File: src/scb_pkg.sv
package scb_pkg;

    // register byte offsets
    localparam logic [11:0] SCB_CTRL_OFS       = 12'h000;
    localparam logic [11:0] SCB_STATUS_OFS     = 12'h004;
    localparam logic [11:0] SCB_IRQ_STATUS_OFS = 12'h008;
    localparam logic [11:0] SCB_IRQ_ENABLE_OFS = 12'h00C;
    localparam logic [11:0] SCB_IRQ_CLEAR_OFS  = 12'h010;

    // control register fields
    localparam int          SCB_CTRL_DRIVE_EN  = 0;
    localparam logic [31:0] SCB_CTRL_RESET     = 32'h0000_0001;

    // status register fields
    localparam int SCB_ST_RUN       = 0;
    localparam int SCB_ST_DIR       = 1;
    localparam int SCB_ST_FREQ      = 2;
    localparam int SCB_ST_HARD      = 3;
    localparam int SCB_ST_AUTO_STOP = 4;
    localparam int SCB_ST_HALL_LSB  = 8;
    localparam int SCB_ST_STATE_LSB = 12;
    localparam int SCB_ST_BRAKE_LSB = 16;

    // interrupt event bits
    localparam int SCB_EV_DIR       = 0;
    localparam int SCB_EV_AUTO_STOP = 1;
    localparam int SCB_EV_BAD_HALL  = 2;
    localparam int SCB_EV_FREQ      = 3;
    localparam int SCB_EV_W         = 4;

    // open-pin levels
    localparam logic SCB_OPEN_RUN   = 1'b0;
    localparam logic SCB_OPEN_BRK1  = 1'b0;
    localparam logic SCB_OPEN_BRK2  = 1'b0;
    localparam logic SCB_OPEN_AUTO  = 1'b1;
    localparam logic SCB_OPEN_SENS  = 1'b1;

    // timing
    localparam int SCB_CLK_PS          = 5000;
    localparam int SCB_SOFT_OVERLAP_NS = 100;
    localparam int SCB_FILT_SOFT_NS    = 50;
    localparam int SCB_FILT_HARD_NS    = 20;
    localparam int SCB_SOFT_CYC = (SCB_SOFT_OVERLAP_NS * 1000 + SCB_CLK_PS - 1) / SCB_CLK_PS;
    localparam int SCB_FILT_SOFT_CYC = (SCB_FILT_SOFT_NS * 1000 + SCB_CLK_PS - 1) / SCB_CLK_PS;
    localparam int SCB_FILT_HARD_CYC = (SCB_FILT_HARD_NS * 1000 + SCB_CLK_PS - 1) / SCB_CLK_PS;

    // pad level plus whether anything drives it
    typedef struct packed {
        logic level;
        logic driven;
    } scb_pin_s;

    // one half bridge
    typedef struct packed {
        logic hi;
        logic lo;
    } scb_leg_s;

    typedef struct packed {
        scb_leg_s w;
        scb_leg_s v;
        scb_leg_s u;
    } scb_bridge_s;

    // differential hall pairs
    typedef struct packed {
        logic u_pos;
        logic u_neg;
        logic v_pos;
        logic v_neg;
        logic w_pos;
        logic w_neg;
    } scb_hall_s;

    typedef enum logic [1:0] {
        SCB_SLEEP,
        SCB_DRIVE,
        SCB_BRAKE,
        SCB_AUTO_STOP
    } scb_state_e;

    typedef enum logic [1:0] {
        SCB_BRK_REVERSE,
        SCB_BRK_COMM_SHORT,
        SCB_BRK_ALL_SHORT,
        SCB_BRK_COAST
    } scb_brake_e;

endpackage

File: src/scb_spindle_ctrl.sv
// Functional notes
// sensitivity pin open or high: soft commutation, larger hall amplitude needed.
// sensitivity pin grounded: hard abrupt commutation, smaller hall amplitude accepted.
// board grounds sensitivity pin for weak halls; open pin with moderate halls preferred.
// run input low or open: all phase outputs high impedance, motor stops.
// sleep: hall bias output off and internal bias reduced to standby.
// run input high: all functions enabled, internal bias and hall bias on.
// direction indication derived from the U and V hall pairs.
// direction indication low while spinning forward.
// direction indication high when turning in reverse during stop.
// auto-stop open or high: stop driving once reverse braking reaches reverse rotation.
// auto-stop low: keep reverse torque into reverse rotation until external stop.
// without auto-stop the controller watches direction and removes torque itself.
// braking style applies only while reverse torque is demanded.
// brake one low, brake two high: reverse braking with commutated reverse torque.
// brake one low: brake two picks reverse braking or commutated short braking.
// controller picks reverse braking for velocity control, all-short for seeking.
// frequency output is a square wave following the V hall pair.
// brake one high: two low shorts all phases, two high opens all phases.
// open mode or run pin takes its documented default level.
`timescale 1ns/1ps

module scb_spindle_ctrl
    import scb_pkg::*;
#(
    parameter int SOFT_CYC      = SCB_SOFT_CYC,
    parameter int FILT_SOFT_CYC = SCB_FILT_SOFT_CYC,
    parameter int FILT_HARD_CYC = SCB_FILT_HARD_CYC
) (
    input  wire logic        pclk,
    input  wire logic        presetn,
    input  wire logic [11:0] paddr,
    input  wire logic        psel,
    input  wire logic        penable,
    input  wire logic        pwrite,
    input  wire logic [31:0] pwdata,
    input  wire logic [3:0]  pstrb,
    output logic      [31:0] prdata,
    output logic             pready,
    output logic             pslverr,
    input  wire scb_pin_s    run_control,
    input  wire scb_pin_s    brake_select_one,
    input  wire scb_pin_s    brake_select_two,
    input  wire scb_pin_s    auto_stop_select,
    input  wire scb_pin_s    hall_sensitivity_select,
    input  wire scb_hall_s   hall_in,
    input  wire logic        torque_forward_demand,
    input  wire logic        torque_reverse_demand,
    output scb_bridge_s      phase_drive,
    output logic             soft_commutation,
    output logic             hall_sensor_bias,
    output logic             internal_bias_on,
    output logic             direction_indication,
    output logic             rotation_frequency_output,
    output logic             irq
);

    localparam int CW = 8;

    initial begin
        if (SOFT_CYC < 1 || SOFT_CYC > 255 || FILT_SOFT_CYC < 1 || FILT_SOFT_CYC > 255
            || FILT_HARD_CYC < 1 || FILT_HARD_CYC > 255) begin
            $error("scb_spindle_ctrl: counts must lie in 1..255");
        end
    end

    // resolve a pad: undriven takes its default level
    function automatic logic pin_level(input scb_pin_s p, input logic open_lvl);
        pin_level = p.driven ? p.level : open_lvl;
    endfunction

    // commutation table; reverse swaps source and sink
    function automatic scb_bridge_s commutate(input logic [2:0] h, input logic rev);
        scb_bridge_s b;
        b = '0;
        unique case (h)
            3'b001: begin b.u.hi = 1'b1; b.v.lo = 1'b1; end
            3'b011: begin b.u.hi = 1'b1; b.w.lo = 1'b1; end
            3'b010: begin b.v.hi = 1'b1; b.w.lo = 1'b1; end
            3'b110: begin b.v.hi = 1'b1; b.u.lo = 1'b1; end
            3'b100: begin b.w.hi = 1'b1; b.u.lo = 1'b1; end
            3'b101: begin b.w.hi = 1'b1; b.v.lo = 1'b1; end
            default: b = '0;
        endcase
        if (rev) begin
            b = {b.w.lo, b.w.hi, b.v.lo, b.v.hi, b.u.lo, b.u.hi};
        end
        return b;
    endfunction

    // overlap: a leg the new step leaves idle keeps its old drive
    function automatic scb_leg_s blend(input scb_leg_s o, input scb_leg_s n);
        blend = (n.hi | n.lo) ? n : o;
    endfunction

    function automatic logic legal_hall(input logic [2:0] h);
        legal_hall = (h != 3'b000) && (h != 3'b111);
    endfunction

    // pin resolution
    logic run;
    logic brk1;
    logic brk2;
    logic auto_stop_on;
    logic soft_mode;
    assign run          = pin_level(run_control, SCB_OPEN_RUN);
    assign brk1         = pin_level(brake_select_one, SCB_OPEN_BRK1);
    assign brk2         = pin_level(brake_select_two, SCB_OPEN_BRK2);
    assign auto_stop_on = pin_level(auto_stop_select, SCB_OPEN_AUTO);
    assign soft_mode    = pin_level(hall_sensitivity_select, SCB_OPEN_SENS);

    // differential compare; equal inputs mean signal too small, keep old bit
    logic [2:0] hall_raw;
    logic [2:0] hall_last_q;
    assign hall_raw[0] = (hall_in.u_pos ^ hall_in.u_neg) ? hall_in.u_pos : hall_last_q[0];
    assign hall_raw[1] = (hall_in.v_pos ^ hall_in.v_neg) ? hall_in.v_pos : hall_last_q[1];
    assign hall_raw[2] = (hall_in.w_pos ^ hall_in.w_neg) ? hall_in.w_pos : hall_last_q[2];

    // deglitch; soft mode wants a longer stable window
    logic [CW-1:0] filt_cnt_q;
    logic [CW-1:0] filt_len;
    logic [2:0]    hall_q;
    logic          hall_step;
    assign filt_len  = soft_mode ? CW'(FILT_SOFT_CYC) : CW'(FILT_HARD_CYC);
    assign hall_step = (hall_raw == hall_last_q) && (filt_cnt_q == filt_len - CW'(1))
                       && (hall_raw != hall_q);

    always_ff @(posedge pclk or negedge presetn) begin
        if (!presetn) begin
            hall_last_q <= '0;
            filt_cnt_q  <= '0;
            hall_q      <= '0;
        end else begin
            hall_last_q <= hall_raw;
            if (hall_raw != hall_last_q) begin
                filt_cnt_q <= '0;
            end else if (filt_cnt_q != filt_len - CW'(1)) begin
                filt_cnt_q <= filt_cnt_q + CW'(1);
            end
            if (hall_step) begin
                hall_q <= hall_raw;
            end
        end
    end

    // direction from U and V: at a V edge, forward if V now equals U
    logic v_edge;
    logic dir_rev_q;
    logic freq_q;
    assign v_edge = hall_step && (hall_raw[1] != hall_q[1]);

    always_ff @(posedge pclk or negedge presetn) begin
        if (!presetn) begin
            dir_rev_q <= 1'b0;
        end else if (v_edge) begin
            dir_rev_q <= (hall_raw[1] != hall_raw[0]);
        end
    end

    // frequency output tracks the V hall pair
    always_ff @(posedge pclk or negedge presetn) begin
        if (!presetn) begin
            freq_q <= 1'b0;
        end else begin
            freq_q <= hall_q[1];
        end
    end

    // braking style under reverse torque
    scb_brake_e brake_style;
    always_comb begin
        unique case ({brk1, brk2})
            2'b01: brake_style = SCB_BRK_REVERSE;
            2'b00: brake_style = SCB_BRK_COMM_SHORT;
            2'b10: brake_style = SCB_BRK_ALL_SHORT;
            2'b11: brake_style = SCB_BRK_COAST;
        endcase
    end

    // control state
    logic       drive_en_q;
    scb_state_e state_q;
    logic       auto_stop_hit;
    assign auto_stop_hit = (state_q == SCB_BRAKE) && (brake_style == SCB_BRK_REVERSE)
                           && auto_stop_on && v_edge && (hall_raw[1] != hall_raw[0]);

    always_ff @(posedge pclk or negedge presetn) begin
        if (!presetn) begin
            state_q <= SCB_SLEEP;
        end else if (!run) begin
            state_q <= SCB_SLEEP;
        end else begin
            unique case (state_q)
                SCB_SLEEP: begin
                    state_q <= SCB_DRIVE;
                end
                SCB_DRIVE: begin
                    if (torque_reverse_demand) begin
                        state_q <= SCB_BRAKE;
                    end
                end
                SCB_BRAKE: begin
                    if (!torque_reverse_demand) begin
                        state_q <= SCB_DRIVE;
                    end else if (auto_stop_hit) begin
                        state_q <= SCB_AUTO_STOP;
                    end
                end
                SCB_AUTO_STOP: begin
                    if (!torque_reverse_demand) begin
                        state_q <= SCB_DRIVE;
                    end
                end
            endcase
        end
    end

    // bridge pattern for the present state; without auto-stop reverse torque continues
    scb_bridge_s bridge_d;
    scb_bridge_s bridge_q;
    scb_bridge_s target;
    logic        legal;
    assign legal = legal_hall(hall_q);
    always_comb begin
        target = '0;
        if (state_q == SCB_DRIVE && torque_forward_demand && legal) begin
            target = commutate(hall_q, 1'b0);
        end else if (state_q == SCB_BRAKE && legal) begin
            unique case (brake_style)
                SCB_BRK_REVERSE: target = commutate(hall_q, 1'b1);
                SCB_BRK_COMM_SHORT: begin
                    target = commutate(hall_q, 1'b0);
                    target = '{w: '{1'b0, target.w.hi | target.w.lo},
                               v: '{1'b0, target.v.hi | target.v.lo},
                               u: '{1'b0, target.u.hi | target.u.lo}};
                end
                SCB_BRK_ALL_SHORT: target = '{w: '{1'b0, 1'b1},
                                              v: '{1'b0, 1'b1},
                                              u: '{1'b0, 1'b1}};
                SCB_BRK_COAST: target = '0;
            endcase
        end
        if (!drive_en_q) begin
            target = '0;
        end
    end

    // soft mode overlaps the outgoing leg for a short window after each step
    logic [CW-1:0] soft_cnt_q;
    always_ff @(posedge pclk or negedge presetn) begin
        if (!presetn) begin
            soft_cnt_q <= '0;
        end else if (hall_step && soft_mode) begin
            soft_cnt_q <= CW'(SOFT_CYC);
        end else if (!soft_mode) begin
            soft_cnt_q <= '0;
        end else if (soft_cnt_q != '0) begin
            soft_cnt_q <= soft_cnt_q - CW'(1);
        end
    end

    always_comb begin
        bridge_d = target;
        if (soft_cnt_q != '0 && target != '0) begin
            bridge_d.u = blend(bridge_q.u, target.u);
            bridge_d.v = blend(bridge_q.v, target.v);
            bridge_d.w = blend(bridge_q.w, target.w);
        end
    end

    // registered pin drive; sleep forces high impedance and bias off
    always_ff @(posedge pclk or negedge presetn) begin
        if (!presetn) begin
            bridge_q         <= '0;
            hall_sensor_bias <= 1'b0;
            internal_bias_on <= 1'b0;
        end else begin
            bridge_q         <= run ? bridge_d : '0;
            hall_sensor_bias <= run;
            internal_bias_on <= run;
        end
    end

    assign phase_drive               = bridge_q;
    assign soft_commutation          = (soft_cnt_q != '0);
    assign direction_indication      = dir_rev_q;
    assign rotation_frequency_output = freq_q;

    // apb slave, zero wait states
    logic        apb_wr;
    logic        apb_rd;
    logic        addr_ok;
    logic [31:0] prdata_d;
    logic [SCB_EV_W-1:0] irq_status_q;
    logic [SCB_EV_W-1:0] irq_enable_q;
    logic [SCB_EV_W-1:0] irq_event;
    logic [SCB_EV_W-1:0] irq_clear;
    logic                dir_prev_q;
    assign addr_ok = (paddr == SCB_CTRL_OFS) || (paddr == SCB_STATUS_OFS)
                     || (paddr == SCB_IRQ_STATUS_OFS) || (paddr == SCB_IRQ_ENABLE_OFS)
                     || (paddr == SCB_IRQ_CLEAR_OFS);
    assign apb_wr  = psel && penable && pwrite && addr_ok && pstrb[0];
    assign apb_rd  = psel && penable && !pwrite;
    assign pready  = 1'b1;
    assign pslverr = psel && penable && !addr_ok;

    // writable registers
    always_ff @(posedge pclk or negedge presetn) begin
        if (!presetn) begin
            drive_en_q   <= SCB_CTRL_RESET[SCB_CTRL_DRIVE_EN];
            irq_enable_q <= '0;
        end else if (apb_wr) begin
            if (paddr == SCB_CTRL_OFS) begin
                drive_en_q <= pwdata[SCB_CTRL_DRIVE_EN];
            end
            if (paddr == SCB_IRQ_ENABLE_OFS) begin
                irq_enable_q <= pwdata[SCB_EV_W-1:0];
            end
        end
    end

    // sticky events; a new event beats a clear in the same cycle
    assign irq_event[SCB_EV_DIR]       = (dir_rev_q != dir_prev_q);
    assign irq_event[SCB_EV_AUTO_STOP] = auto_stop_hit;
    assign irq_event[SCB_EV_BAD_HALL]  = hall_step && !legal_hall(hall_raw);
    assign irq_event[SCB_EV_FREQ]      = v_edge;
    assign irq_clear = (apb_wr && paddr == SCB_IRQ_CLEAR_OFS) ? pwdata[SCB_EV_W-1:0] : '0;

    always_ff @(posedge pclk or negedge presetn) begin
        if (!presetn) begin
            irq_status_q <= '0;
            dir_prev_q   <= 1'b0;
            irq          <= 1'b0;
        end else begin
            dir_prev_q   <= dir_rev_q;
            irq_status_q <= (irq_status_q & ~irq_clear) | irq_event;
            irq          <= |(((irq_status_q & ~irq_clear) | irq_event) & irq_enable_q);
        end
    end

    // read mux
    always_comb begin
        prdata_d = '0;
        unique case (paddr)
            SCB_CTRL_OFS: prdata_d[SCB_CTRL_DRIVE_EN] = drive_en_q;
            SCB_STATUS_OFS: begin
                prdata_d[SCB_ST_RUN]       = run;
                prdata_d[SCB_ST_DIR]       = dir_rev_q;
                prdata_d[SCB_ST_FREQ]      = freq_q;
                prdata_d[SCB_ST_HARD]      = !soft_mode;
                prdata_d[SCB_ST_AUTO_STOP] = (state_q == SCB_AUTO_STOP);
                prdata_d[SCB_ST_HALL_LSB +: 3]  = hall_q;
                prdata_d[SCB_ST_STATE_LSB +: 2] = state_q;
                prdata_d[SCB_ST_BRAKE_LSB +: 2] = brake_style;
            end
            SCB_IRQ_STATUS_OFS: prdata_d[SCB_EV_W-1:0] = irq_status_q;
            SCB_IRQ_ENABLE_OFS: prdata_d[SCB_EV_W-1:0] = irq_enable_q;
            default: prdata_d = '0;
        endcase
    end

    always_ff @(posedge pclk or negedge presetn) begin
        if (!presetn) begin
            prdata <= '0;
        end else if (psel && !penable && !pwrite) begin
            prdata <= prdata_d;
        end else if (!apb_rd) begin
            prdata <= '0;
        end
    end

endmodule

File: config.mk
export PLATFORM = sky130hd
export DESIGN_NAME = scb_spindle_ctrl
export DESIGN_NICKNAME = d
export VERILOG_FILES = /design/src/scb_pkg.sv /design/src/scb_spindle_ctrl.sv
export SDC_FILE = /design/constraint.sdc
export NUM_CORES = 1
export LEC_CHECK = 0
export BUFFER_PORTS_ARGS = -buffer_cell sky130_fd_sc_hd__buf_4
export CORE_MARGIN = 2
export CORE_UTILIZATION = 55
export DETAILED_ROUTE_END_ITERATION = 16
export PLACE_DENSITY = 0.91
export SETUP_SLACK_MARGIN = 0.4
export SLEW_MARGIN = 40
export SYNTH_ARGS = -nofsm -noshare
export SYNTH_HDL_FRONTEND = slang
export SYNTH_SLANG_ARGS = --single-unit
export TNS_END_PERCENT = 1
File: constraint.sdc
create_clock -name pclk -period 5.05 [get_ports pclk]
set_clock_uncertainty 0.05 [all_clocks]
set_input_delay 0.2525 -clock pclk [delete_from_list [all_inputs] [get_ports pclk]]
set_output_delay 0.2525 -clock pclk [all_outputs]
set_load 0.02 [all_outputs]
==> key figures, run 1 <==
Setup path
  – Crit Path Class: reg -> out
  – R2R Path End: phase_drive[5]
  – Top cell by count, worst path: inv_1
  – CP Launch Type: flop
  – Critical Path RT: 4750 ps
  – R2R depth: 8
  – R2R Setup Slk: 2660 ps
  – Slowest CP cell: nor3_2
  – Setup crit end kind: output port
  – CP cell instances: inv_1 -> ha_1 -> or3b_1 -> nor3_2 -> inv_1 -> buf_4
  – CP arrival: between 2000 and 2500 ps
  – RR Startpoint: hall_q[1]
  – CP max stage delay: 430 ps
  – Crit-path max FO: 6

Layout
  – Non-Filler Instances: 489
  – Most frequent cells in the layout: 64 x buf_4, 55 x dfrtp_1, 29 x nor2_1, 23 x inv_1, 21 x conb_1
  – Multi-input gate area: 1880 µm²
  – Nets: 497
  – Diode count: 0
  – Fillcell total: 495
  – FF+latch area: roughly 1400 µm²
  – Share of layout cells above drive strength 1: between 20% and 30%
  – Most common cell after layout, fill and taps aside: buf_4
  – Area grow syn2layout: 15.9%

Clock network
  – Max clock buf depth: 2
  – H-tree levels: 2
  – Clock Pin Slew Worst Setup and Hold Paths: 100 ps
  – Setup bufs post-CTS: 0
  – CTS tree: done
  – Latest clock arrival within the worst-skew pair: 310 ps
  – Root buf cell: clkbuf_8
  – Sink Count: 56
  – CTS Buf Count: 5

Detailed routing
  – WL met2: roughly 4000 µm
  – Initial DRC Count: 180
  – Remaining antenna violation count: 0
  – Initial DRT Pass Iterations: 4
  – Routed WL: 7620 µm
  – Wl on met1: 3180 µm
  – Via count: between 2000 and 3000
  – # DRC: 0
  – Vias/cell: 5.69
  – Drt wl/cell: between 15 and 20 µm
  – Uppermost layer routed: met4
  – Total length of routed met3 wires: 324 µm

Status
  – Status: finished clean

Floorplan
  – Die width: ~84 µm
  – I/O pin cnt: 117
  – DIE HEIGHT: 84.0 µm
  – Initial Util: 56.1%
  – Die footprint: 7060 µm²
  – Rows: 29
  – Core Region: 6280 µm²

Pwr
  – Net Sw Frac: between 30% and 40%
  – Final Power: approximately 1.3 mW
  – Reg power frac: 43.0%
  – Clock power frac: 24.4%
  – Internal power: approximately 0.87 mW
  – Lkg Pwr: 1.93 nW
  – Pwr dens: 322 nW/µm²
  – Combinational share of power: 32.5%
  – NetSw: roughly 0.45 mW
  – Peak supply drop: about 0.00025 V

Yosys
  – Biggest area consumer among synthesized cells: dfrtp_1
  – Top FF cell, synth: dfrtp_1
  – Synthesized instance count: 352
  – Top post-synthesis cells by area: dfrtp_1 39%, buf_4 5.3%, ha_1 5.3%
  – Synth async-reset ratio: 100%
  – Post-synth cell types: 82
  – Yosys warning total: 0
  – EDFF count, synth: 0
  – Sequential share of the synthesized area: 39.8%
  – Yosys reg bits: 56
  – Mapped cell area: 3520 µm²
  – Syn Area/Cell: 10.0 µm²
  – Synth top area share: 39.1%

Timing
  – WHS: 133 ps
  – Final hold vios: 0
  – Max Clk Rate: 0.395 GHz
  – Final period utilization: 50.1%
  – Slew Viols, Final: 0
  – RSZ-0062 raised after global routing: no
  – Tmin final: 2530 ps
  – Setup violations, final: 0
  – Worst Slack Setup Final: 2520 ps
  – Setup TNS: 0 ps
  – Slew HR: 53.2%
  – Slew at the pin with the worst max-slew slack: 702 ps

Placement
  – Inst Count DP: between 400 and 500
  – Worst slack at placement: 2770 ps
  – PortBufs: 64
  – Post-DP HPWL: 5810 µm
  – RD Place Congestion: 0.837

Job
  – Max-cap viol count: 0

Min path
  – Hold EP: irq_enable_q[1]
  – Hold_sp: pwdata[1]
  – Hold depth: 2
  – HP Class: in -> reg

Global route
  – Vias in the first global route: 2842
  – Pin count of the biggest net entering global routing: 57
  – First-pass GRT wire length: 13100 µm
  – Gr ovfl total: 0
  – Initial antenna violation count: 0
  – GRT Total Usage: 22.7%
-- final cells by class --
type | count | share of cell area, %
Multi-Input combinational cell | 259 | 46.0
Clock buffer | 7 | 2.36
Inverter | 24 | 2.21
Tap cell | 77 | 2.36
Sequential cell | 56 | 34.4
Clock inverter | 1 | 0.736
Timing Repair Buffer | 65 | 12.0
-- how the worst max path moves through the flow --
stage	to	from
6_report	soft_commutation	soft_cnt_q[0]
5_1_grt	soft_commutation	soft_cnt_q[0]
4_1_cts	soft_commutation	soft_cnt_q[0]
3_5_place_dp	state_q[0]	hall_last_q[1]
3_3_place_gp	soft_cnt_q[1]	hall_sensitivity_select[0]
2_1_floorplan	state_q[0]	hall_last_q[1]
-- flip-flops by register name, indices dropped and copies added, names as in the netlist, 3 cells and up --
signal,count
prdata,12
filt_cnt_q,8
soft_cnt_q,8
phase_drive,6
irq_enable_q,4
irq_status_q,4
hall_last_q,3
hall_q,3
-- cell families after synthesis --
kind of cell	Yosys count	synth area share [%]
and+or+nand+nor	116	18.4
AOI/OAI and AO/OA	76	17.6
DFF	56	39.8
buffers and inverters	56	9.09
adders and majority gates	16	5.65
muxes	16	5.75
xor gates and xnor gates	14	3.48
other	2	0.213
-- critical path: cells and delay by family, from the launching register on --
family	cells	cell delay [ps]
buffers and inverters	3	500
adder cells (fa/ha/maj)	1	180
AND/OR/NAND/NOR	2	850
flip-flops	1	390
-- synthesized netlist by cell type (3+ instances only) --
library cell / count
a21oi_1: 8
o21ai_0: 10
nand4_1: 8
nor2_1: 29
ha_1: 15
dfrtp_1: 55
xnor2_1: 7
nor2_2: 3
mux2_2: 9
or3_1: 4
nor2b_1: 4
a22o_1: 15
buf_4: 25
xor2_1: 7
o21bai_1: 3
inv_1: 23
and3_1: 3
mux2i_1: 3
nor3_1: 4
o21ai_1: 3
nand2_1: 19
nand2b_1: 6
clkbuf_1: 4
nand3_1: 12
-- metal layers --
| metal | global-route usage, % | vias up |
|---|---|---|
| met4 | 8.21 | 0 |
| met3 | 3.76 | 16 |
| li1 | - | 1329 |
| met5 | 0 | - |
| met1 | 28.2 | 1343 |
| met2 | 39.7 | 95 |
-- metrics by stage --
step | utilization (%) | cell area [µm²]
after floorplan | - | 3590
after global placement | 62.8 | 3940
after detailed placement | 62.9 | 3950
after CTS | 65.0 | 4080
after global routing | 65.0 | 4080
final | 65.0 | 4080
-- what timing repair did --
item | in CTS | in global routing
gates resized for setup | 0 | 0
hold buffers | 1 | 0
hold endpoints to repair | 55 | 0
-- power groups by stage --
stage | combinational (mW) | sequential, mW | clock, mW
2_1_floorplan | 0.339 | 0.557 | 0
3_3_place_gp | 0.402 | 0.571 | 0
3_5_place_dp | 0.419 | 0.576 | 0
4_1_cts | 0.428 | 0.567 | 0.325
5_1_grt | 0.476 | 0.575 | 0.345
6_report | 0.428 | 0.566 | 0.322
(Power assumes the default switching activity.)
==> run 2: changes to the inputs <==
--- a/config.mk
+++ b/config.mk
@@ -7,9 +7,9 @@
 export LEC_CHECK = 0
 export BUFFER_PORTS_ARGS = -buffer_cell sky130_fd_sc_hd__buf_4
 export CORE_MARGIN = 2
-export CORE_UTILIZATION = 55
+export CORE_UTILIZATION = 51
 export DETAILED_ROUTE_END_ITERATION = 16
-export PLACE_DENSITY = 0.91
+export PLACE_DENSITY = 0.86
 export SETUP_SLACK_MARGIN = 0.4
 export SLEW_MARGIN = 40
 export SYNTH_ARGS = -nofsm -noshare
==> constraint.sdc (replaced) <==
create_clock -name pclk -period 2.6 [get_ports pclk]
set_clock_uncertainty 0.05 [all_clocks]
set_input_delay 0.13 -clock pclk [delete_from_list [all_inputs] [get_ports pclk]]
set_output_delay 0.13 -clock pclk [all_outputs]
set_load 0.02 [all_outputs]
==> run 2 against run 1 <==
Compared with the run above: global-route usage shrank 1.7 points; first-iteration DRC count down 36%; routed wire length is 1.2% higher; cell area rose by 2.2%; non-clock buffer count increased by 4; critical path depth grew 2; clock power rose by 82%; count of clock-buffer cells in the layout is 1 lower; register-to-register slack worse by 2200 ps; worst setup slack lost 2100 ps; combinational power is 110% higher; core utilization fell by 3.3 points; critical path type is now reg -> reg; largest cell class unchanged; largest power group unchanged.
==> key figures, run 2 (synthesis gave the netlist of run 1 again) <==
Status
  – Status: finished clean (unchanged)

Detailed routing
  – Remaining antenna violation count: 0 (unchanged)
  – # DRC: 0 (unchanged)
  – Initial DRT Pass Iterations: 4 (unchanged)
  – Routed WL: 7710 µm (was 7620 µm)
  – Initial DRC Count: 116 (was 180)
  – Drt wl/cell: 15.5 µm (was 15.6 µm)
  – WL met2: 3870 µm (was 3920 µm)
  – Wl on met1: 3350 µm (was 3180 µm)
  – Total length of routed met3 wires: 341 µm (was 324 µm)
  – Via count: 2757 (was 2783)
  – Vias/cell: 5.56 (was 5.69)
  – Uppermost layer routed: met4 (unchanged)

Layout
  – Nets: 501 (was 497)
  – Share of layout cells above drive strength 1: 30.0% (was 27.2%)
  – Fillcell total: 549 (was 495)
  – Top Registers: prdata (12), filt_cnt_q (8), soft_cnt_q (8) (unchanged)
  – Area grow syn2layout: 18.5% (was 15.9%)
  – Diode count: 0 (unchanged)
  – Multi-input gate area: 1940 µm² (was 1880 µm²)
  – Most common cell after layout, fill and taps aside: buf_4 (unchanged)
  – Most frequent cells in the layout: 67 x buf_4, 53 x dfrtp_1, 28 x nor2_1, 23 x inv_1, 21 x conb_1 (was 64 x buf_4, 55 x dfrtp_1, 29 x nor2_1, 23 x inv_1, 21 x conb_1)
  – Max reg flops: 12 (unchanged)
  – Register name with the most flops: prdata (unchanged)
  – FF+latch area: 1410 µm² (was 1400 µm²)

Setup path
  – Kind of cell adding the most delay to the critical path: compound AO/OA/AOI/OAI gates (was simple AND/OR/NAND/NOR gates)
  – CP Launch Type: flop (unchanged)
  – Crit-path max FO: 4 (was 6)
  – Setup crit end kind: flop (was output port)
  – CP arrival: 2340 ps (was 2230 ps)
  – Crit Path Class: reg -> reg (was reg -> out)
  – CP max stage delay: 430 ps (about the same)
  – CP Buf/Inv Count: 0 (was 3)
  – Critical Path RT: 2760 ps (was 4750 ps)
  – Slowest CP cell: dfrtp_1 (was nor3_2)
  – CP cell instances: nor2_2 -> nor2_1 -> ha_1 -> o2111ai_1 -> o21bai_2 -> o31ai_4 -> a31oi_1 -> o221a_1 (was inv_1 -> ha_1 -> or3b_1 -> nor3_2 -> inv_1 -> buf_4)

Timing
  – Tmin final: 2190 ps
  – Final period utilization: 84.1%
  – Setup TNS: 0 ps (unchanged)
  – WHS: 11.7 ps (was 133 ps)
  – Slew HR: 51.6% (was 53.2%)
  – Setup violations, final: 0 (unchanged)
  – Final hold vios: 0 (unchanged)
  – RSZ-0062 raised after global routing: yes (was no)
  – Max Clk Rate: ~0.46 GHz
  – Slew Viols, Final: 0 (unchanged)
  – Slew at the pin with the worst max-slew slack: 723 ps (was 702 ps)

Global route
  – First-pass GRT wire length: 12600 µm (was 13100 µm)
  – Vias in the first global route: 2631 (was 2842)
  – Gr ovfl total: 0 (unchanged)
  – GRT Total Usage: 21.0% (was 22.7%)
  – Pin count of the biggest net entering global routing: 57 (unchanged)
  – Initial antenna violation count: 0 (unchanged)

Floorplan
  – I/O pin cnt: 117 (unchanged)
  – Rows: 30 (was 29)
  – Initial Util: 52.1% (was 56.1%)
  – Die footprint: 7590 µm² (was 7060 µm²)
  – Core Region: 6760 µm² (was 6280 µm²)
  – DIE HEIGHT: 87.1 µm (was 84.0 µm)
  – Die width: 87.1 µm (was 84.0 µm)

Clock network
  – Max clock buf depth: 2 (unchanged)
  – Sink Count: 56 (unchanged)
  – H-tree levels: 2 (unchanged)
  – CTS tree: done (unchanged)
  – Root buf cell: clkbuf_8 (unchanged)
  – Clock Pin Slew Worst Setup and Hold Paths: 100 ps (about the same)
  – CTS Buf Count: 5 (unchanged)
  – Latest clock arrival within the worst-skew pair: 320 ps (was 310 ps)

Job
  – Max-cap viol count: 0 (unchanged)

Pwr
  – Peak supply drop: 0.000418 V (was 0.000252 V)
  – Lkg Pwr: 1.94 nW (was 1.93 nW)
  – Pwr dens: 623 nW/µm² (was 322 nW/µm²)

Min path
  – HP Class: in -> reg (unchanged)

Placement
  – PortBufs: 64 (unchanged)
  – RD Place Congestion: 0.907 (was 0.837)
  – Post-DP HPWL: 5780 µm (was 5810 µm)
[run 2: final cells by class]
class,instances,share of cell area [%]
Timing Repair Buffer,69,12.5
Clock buffer,6,1.74
Clock inverter,2,0.929
Inverter,24,2.16
Sequential cell,56,33.7
Tap cell,80,2.40
Multi-Input combinational cell,259,46.6
[run 2: where the power goes]
part / total [mW] / internal (mW) / switching [mW]
Combinational: 0.902 / 0.402 / 0.500
Sequential: 1.11 / 0.983 / 0.128
Clock: 0.586 / 0.292 / 0.295
[run 2: worst paths after layout]
kind / startpoint / end / slack [ps] / cells past startpoint
worst max-delay path: hall_last_q[1] / state_q[0] / 410 / 8
worst min-delay path: pwdata[3] / irq_enable_q[3] / 10 / 2
worst max register to register: hall_last_q[1] / state_q[0] / 410 / 8
worst min register to register: hall_q[1] / rotation_frequency_output / 450 / 0
max in group asynchronous: presetn / hall_q[1] / 1670 / 2
min in group asynchronous: presetn / phase_drive[1] / 330 / 2
[run 2: per-stage QoR]
step | instance area [µm²] | util, % | worst slack, ps | instances | total power, mW
after floorplan | 3590 | - | 602 | 371 | 1.74
after global placement | 3950 | 58.5 | 362 | 484 | 1.90
after detailed placement | 3950 | 58.5 | 321 | 484 | 1.94
after CTS | 4110 | 60.8 | 347 | 495 | 2.56
after global routing | 4170 | 61.8 | 304 | 496 | 2.76
final | 4170 | 61.8 | 414 | 496 | 2.60
[run 2: repair_timing]
| action | 4_1_cts | 5_1_grt |
|---|---|---|
| pin swaps | 1 | 4 |
| hold endpoints to repair | 56 | 0 |
| resized for setup | 4 | 13 |
| setup buffers | 1 | 1 |
| hold buffers | 2 | 0 |
| endpoints found under the setup margin | 9 | 18 |
[run 2: metal layers]
metal / vias to the layer above / track usage (%)
li1: 1339 / -
met1: 1330 / 27.6
met2: 76 / 34.8
met3: 12 / 4.27
met4: 0 / 6.71
met5: - / 0
==> run 3: changes to the inputs <==
--- a/config.mk
+++ b/config.mk
@@ -5,11 +5,12 @@
 export SDC_FILE = /design/constraint.sdc
 export NUM_CORES = 1
 export LEC_CHECK = 0
+export ABC_AREA = 1
 export BUFFER_PORTS_ARGS = -buffer_cell sky130_fd_sc_hd__buf_4
 export CORE_MARGIN = 2
-export CORE_UTILIZATION = 51
+export CORE_UTILIZATION = 46
 export DETAILED_ROUTE_END_ITERATION = 16
-export PLACE_DENSITY = 0.86
+export PLACE_DENSITY = 0.82
 export SETUP_SLACK_MARGIN = 0.4
 export SLEW_MARGIN = 40
 export SYNTH_ARGS = -nofsm -noshare
==> constraint.sdc (replaced) <==
create_clock -name pclk -period 1.9 [get_ports pclk]
set_clock_uncertainty 0.05 [all_clocks]
set_input_delay 0.095 -clock pclk [delete_from_list [all_inputs] [get_ports pclk]]
set_output_delay 0.095 -clock pclk [all_outputs]
set_load 0.02 [all_outputs]
==> run 3 against run 2 <==
Compared with the run above: critical path type unchanged; register-to-register slack worse by 350 ps; largest power group unchanged; global-route usage down 1.5 points; first-iteration DRC count up 26%; synthesized cell count up 35%; sequential power up 26%; cell area up 8.0%; total power up 17%; worst hold slack better by 82 ps.
==> key figures, run 3 <==
Status
  – Status: finished clean (unchanged)

Yosys
  – EDFF count, synth: 0 (unchanged)
  – Synth async-reset ratio: 100% (unchanged)
  – Synth top area share: 39.7% (was 39.1%)
  – Post-synth cell types: 29 (was 82)
  – Yosys warning total: 0 (unchanged)
  – Yosys reg bits: 56 (unchanged)
  – Top post-synthesis cells by area: dfrtp_1 40%, nand2_1 13%, inv_1 8.6% (was dfrtp_1 39%, buf_4 5.3%, ha_1 5.3%)
  – Synthesized instance count: 476 (was 352)
  – Syn Area/Cell: 7.28 µm² (was 10.0 µm²)
  – Mapped cell area: 3460 µm² (was 3520 µm²)
  – Top FF cell, synth: dfrtp_1 (unchanged)
  – Sequential share of the synthesized area: 40.5% (was 39.8%)
  – Most frequent cell after synthesis: nand2_1 (was dfrtp_1)
  – Synth top cells by count: 123 x nand2_1, 79 x inv_1, 55 x dfrtp_1 (was 55 x dfrtp_1, 29 x nor2_1, 25 x buf_4)
  – Biggest area consumer among synthesized cells: dfrtp_1 (unchanged)

Layout
  – Register name with the most flops: prdata (unchanged)
  – Share of layout cells above drive strength 1: 27.0% (was 30.0%)
  – Top Registers: prdata (12), filt_cnt_q (8), soft_cnt_q (8) (unchanged)
  – Area grow syn2layout: 30.2% (was 18.5%)
  – Most common cell after layout, fill and taps aside: nand2_1 (was buf_4)
  – Diode count: 0 (unchanged)
  – Most frequent cells in the layout: 108 x nand2_1, 76 x buf_4, 70 x inv_1, 53 x dfrtp_1, 37 x nor2_1 (was 67 x buf_4, 53 x dfrtp_1, 28 x nor2_1, 23 x inv_1, 21 x conb_1)
  – Nets: 648 (was 501)
  – Design Area, Final: 4510 µm² (was 4170 µm²)
  – Max reg flops: 12 (unchanged)

Detailed routing
  – # DRC: 0 (unchanged)
  – Initial DRT Pass Iterations: 5 (was 4)
  – Vias/cell: 4.92 (was 5.56)
  – Drt wl/cell: 12.6 µm (was 15.5 µm)
  – Routed WL: 8330 µm (was 7710 µm)
  – Remaining antenna violation count: 0 (unchanged)
  – Via count: 3259 (was 2757)
  – Initial DRC Count: 146 (was 116)

Global route
  – First-pass GRT wire length: 13300 µm (was 12600 µm)
  – Gr ovfl total: 0 (unchanged)
  – GRT Total Usage: 19.5% (was 21.0%)
  – Vias in the first global route: 2978 (was 2631)
  – Initial antenna violation count: 0 (unchanged)
  – Pin count of the biggest net entering global routing: 57 (unchanged)

Clock network
  – Max clock buf depth: 2 (unchanged)
  – Sink Count: 56 (unchanged)
  – H-tree levels: 2 (unchanged)
  – Latest clock arrival within the worst-skew pair: 300 ps (was 320 ps)
  – CTS tree: done (unchanged)
  – Clock Pin Slew Worst Setup and Hold Paths: 90 ps (was 100 ps)
  – CTS Buf Count: 5 (unchanged)
  – Root buf cell: clkbuf_8 (unchanged)

Floorplan
  – Die footprint: 8240 µm² (was 7590 µm²)
  – Rows: 31 (was 30)
  – Initial Util: 47.5% (was 52.1%)
  – Die width: 90.8 µm (was 87.1 µm)
  – I/O pin cnt: 117 (unchanged)
  – DIE HEIGHT: 90.8 µm (was 87.1 µm)
  – Core Region: 7290 µm² (was 6760 µm²)

Setup path
  – Crit-path max FO: 7 (was 4)
  – CP Buf/Inv Count: 2 (was 0)
  – CP max stage delay: 490 ps (was 430 ps)
  – CP arrival: 1990 ps (was 2340 ps)
  – CP Launch Type: flop (unchanged)
  – CP cell instances: inv_4 -> ha_4 -> nand2_4 -> nand2_2 -> nor2_4 -> inv_4 -> nor2_4 -> nor2_2 -> nand2_1 -> nand2_2 -> nor2_4 -> nand2_2 -> nand4_1 -> nand2_1 (was nor2_2 -> nor2_1 -> ha_1 -> o2111ai_1 -> o21bai_2 -> o31ai_4 -> a31oi_1 -> o221a_1)
  – Setup crit end kind: flop (unchanged)
  – Crit Path Class: reg -> reg (unchanged)
  – Kind of cell adding the most delay to the critical path: simple AND/OR/NAND/NOR gates (was compound AO/OA/AOI/OAI gates)
  – Critical Path RT: 2050 ps (was 2760 ps)
  – Slowest CP cell: dfrtp_2 (was dfrtp_1)

Timing
  – Slew HR: 53.3% (was 51.6%)
  – Final period utilization: 96.8% (was 84.1%)
  – RSZ-0062 raised after global routing: yes (unchanged)
  – Setup violations, final: 0 (unchanged)
  – Slew at the pin with the worst max-slew slack: 701 ps (was 723 ps)
  – Setup TNS: 0 ps (unchanged)
  – Slew Viols, Final: 0 (unchanged)
  – Tmin final: 1840 ps (was 2190 ps)
  – Max Clk Rate: 0.544 GHz (was 0.457 GHz)
  – Worst Slack Setup Final: 61.1 ps (was 414 ps)
  – Final hold vios: 0 (unchanged)

Pwr
  – Pwr dens: 677 nW/µm² (was 623 nW/µm²)
  – Final Power: 3.05 mW (was 2.60 mW)
  – Peak supply drop: 0.000367 V (was 0.000418 V)
  – Lkg Pwr: 2.37 nW (was 1.94 nW)

Job
  – Max-cap viol count: 0 (unchanged)

Min path
  – HP Class: in -> reg (unchanged)

Placement
  – RD Place Congestion: 0.828 (was 0.907)
  – Worst slack at placement: 40.1 ps (was 321 ps)
  – PortBufs: 64 (unchanged)
  – Area after DPL: 4000 µm² (was 3950 µm²)
  – Post-DP HPWL: 5970 µm (was 5780 µm)
-- run 3: cell count changes after synthesis, moves of 7 or more --
cell,previous run,this run
a21oi_1,8,15
nand3_1,12,26
mux2_2,9,0
o21ai_0,10,28
nor2_1,29,43
nand2_1,19,123
inv_1,23,79
nor3_1,4,13
a22o_1,15,0
-- run 3: area by class of cell --
type	instances	area (µm²)
fill	623	2780
multi-input combinational	332	1890
sequential	56	1410
timing repair buffer	85	674
inverter	82	322
tap	99	124
clock buffer	8	90.1
-- run 3: cells by family after synthesis --
logic type,after synthesis,share of synthesized area [%]
fa+ha+maj,15,5.42
flops,56,40.5
buf+inv,107,14.0
compound gates,57,9.06
simple gates,230,28.5
xor+xnor,9,2.28
other cells,2,0.217
-- run 3: worst register-to-register path: stages (launching register included) --
cell     delay [ps]
dfrtp_2         490
inv_4            70
ha_4            180
nand2_4          70
nand2_2          60
nor2_4          140
inv_4            80
nor2_4           80
nor2_2           40
nand2_1          80
nand2_2          70
nor2_4           90
nand2_2          80
nand4_1          80
nand2_1          50
-- run 3: metal layers --
layer	share of wire (%)	track usage (%)	vias to the layer above
li1	-	-	1624
met1	42	25.7	1525
met2	51	32.8	102
met3	5.7	4.01	8
met4	0.88	5.30	0
met5	0	0	-
-- run 3: where the power goes --
part	total, mW	switching [mW]	internal, mW
Combinational	0.986	0.581	0.405
Clock	0.665	0.366	0.298
Sequential	1.40	0.104	1.30
Total	3.05	1.05	2.00
-- run 3: what timing repair did --
| action | CTS | global route |
|---|---|---|
| hold buffers | 5 | 0 |
| endpoints found under the hold margin | 60 | 0 |
| gates cloned | 0 | 0 |
| endpoints found under the setup margin | 21 | 29 |
| setup buffers | 8 | 4 |
| resized for setup | 14 | 66 |
| pin swaps | 5 | 26 |
-- run 3: metrics by stage --
stage	std cells	hold WS, ps	util [%]
global route	662	81.2	61.8
CTS	658	130	58.2
global placement	637	143	54.9
detailed placement	637	142	54.9
floorplan	495	-251	-
finish	662	93.4	61.8
-- run 3: worst paths after layout --
path	cells past startpoint	start	endpoint	slack, ps
setup reg to reg	14	hall_q[1]	phase_drive[1]	60
setup / recovery	14	hall_q[1]	phase_drive[1]	60
min in group asynchronous	2	presetn	filt_cnt_q[3]	320
max in group asynchronous	2	presetn	hall_q[1]	960
hold / removal	4	auto_stop_select[0]	irq_status_q[1]	90
hold reg to reg	0	direction_indication	dir_prev_q	420
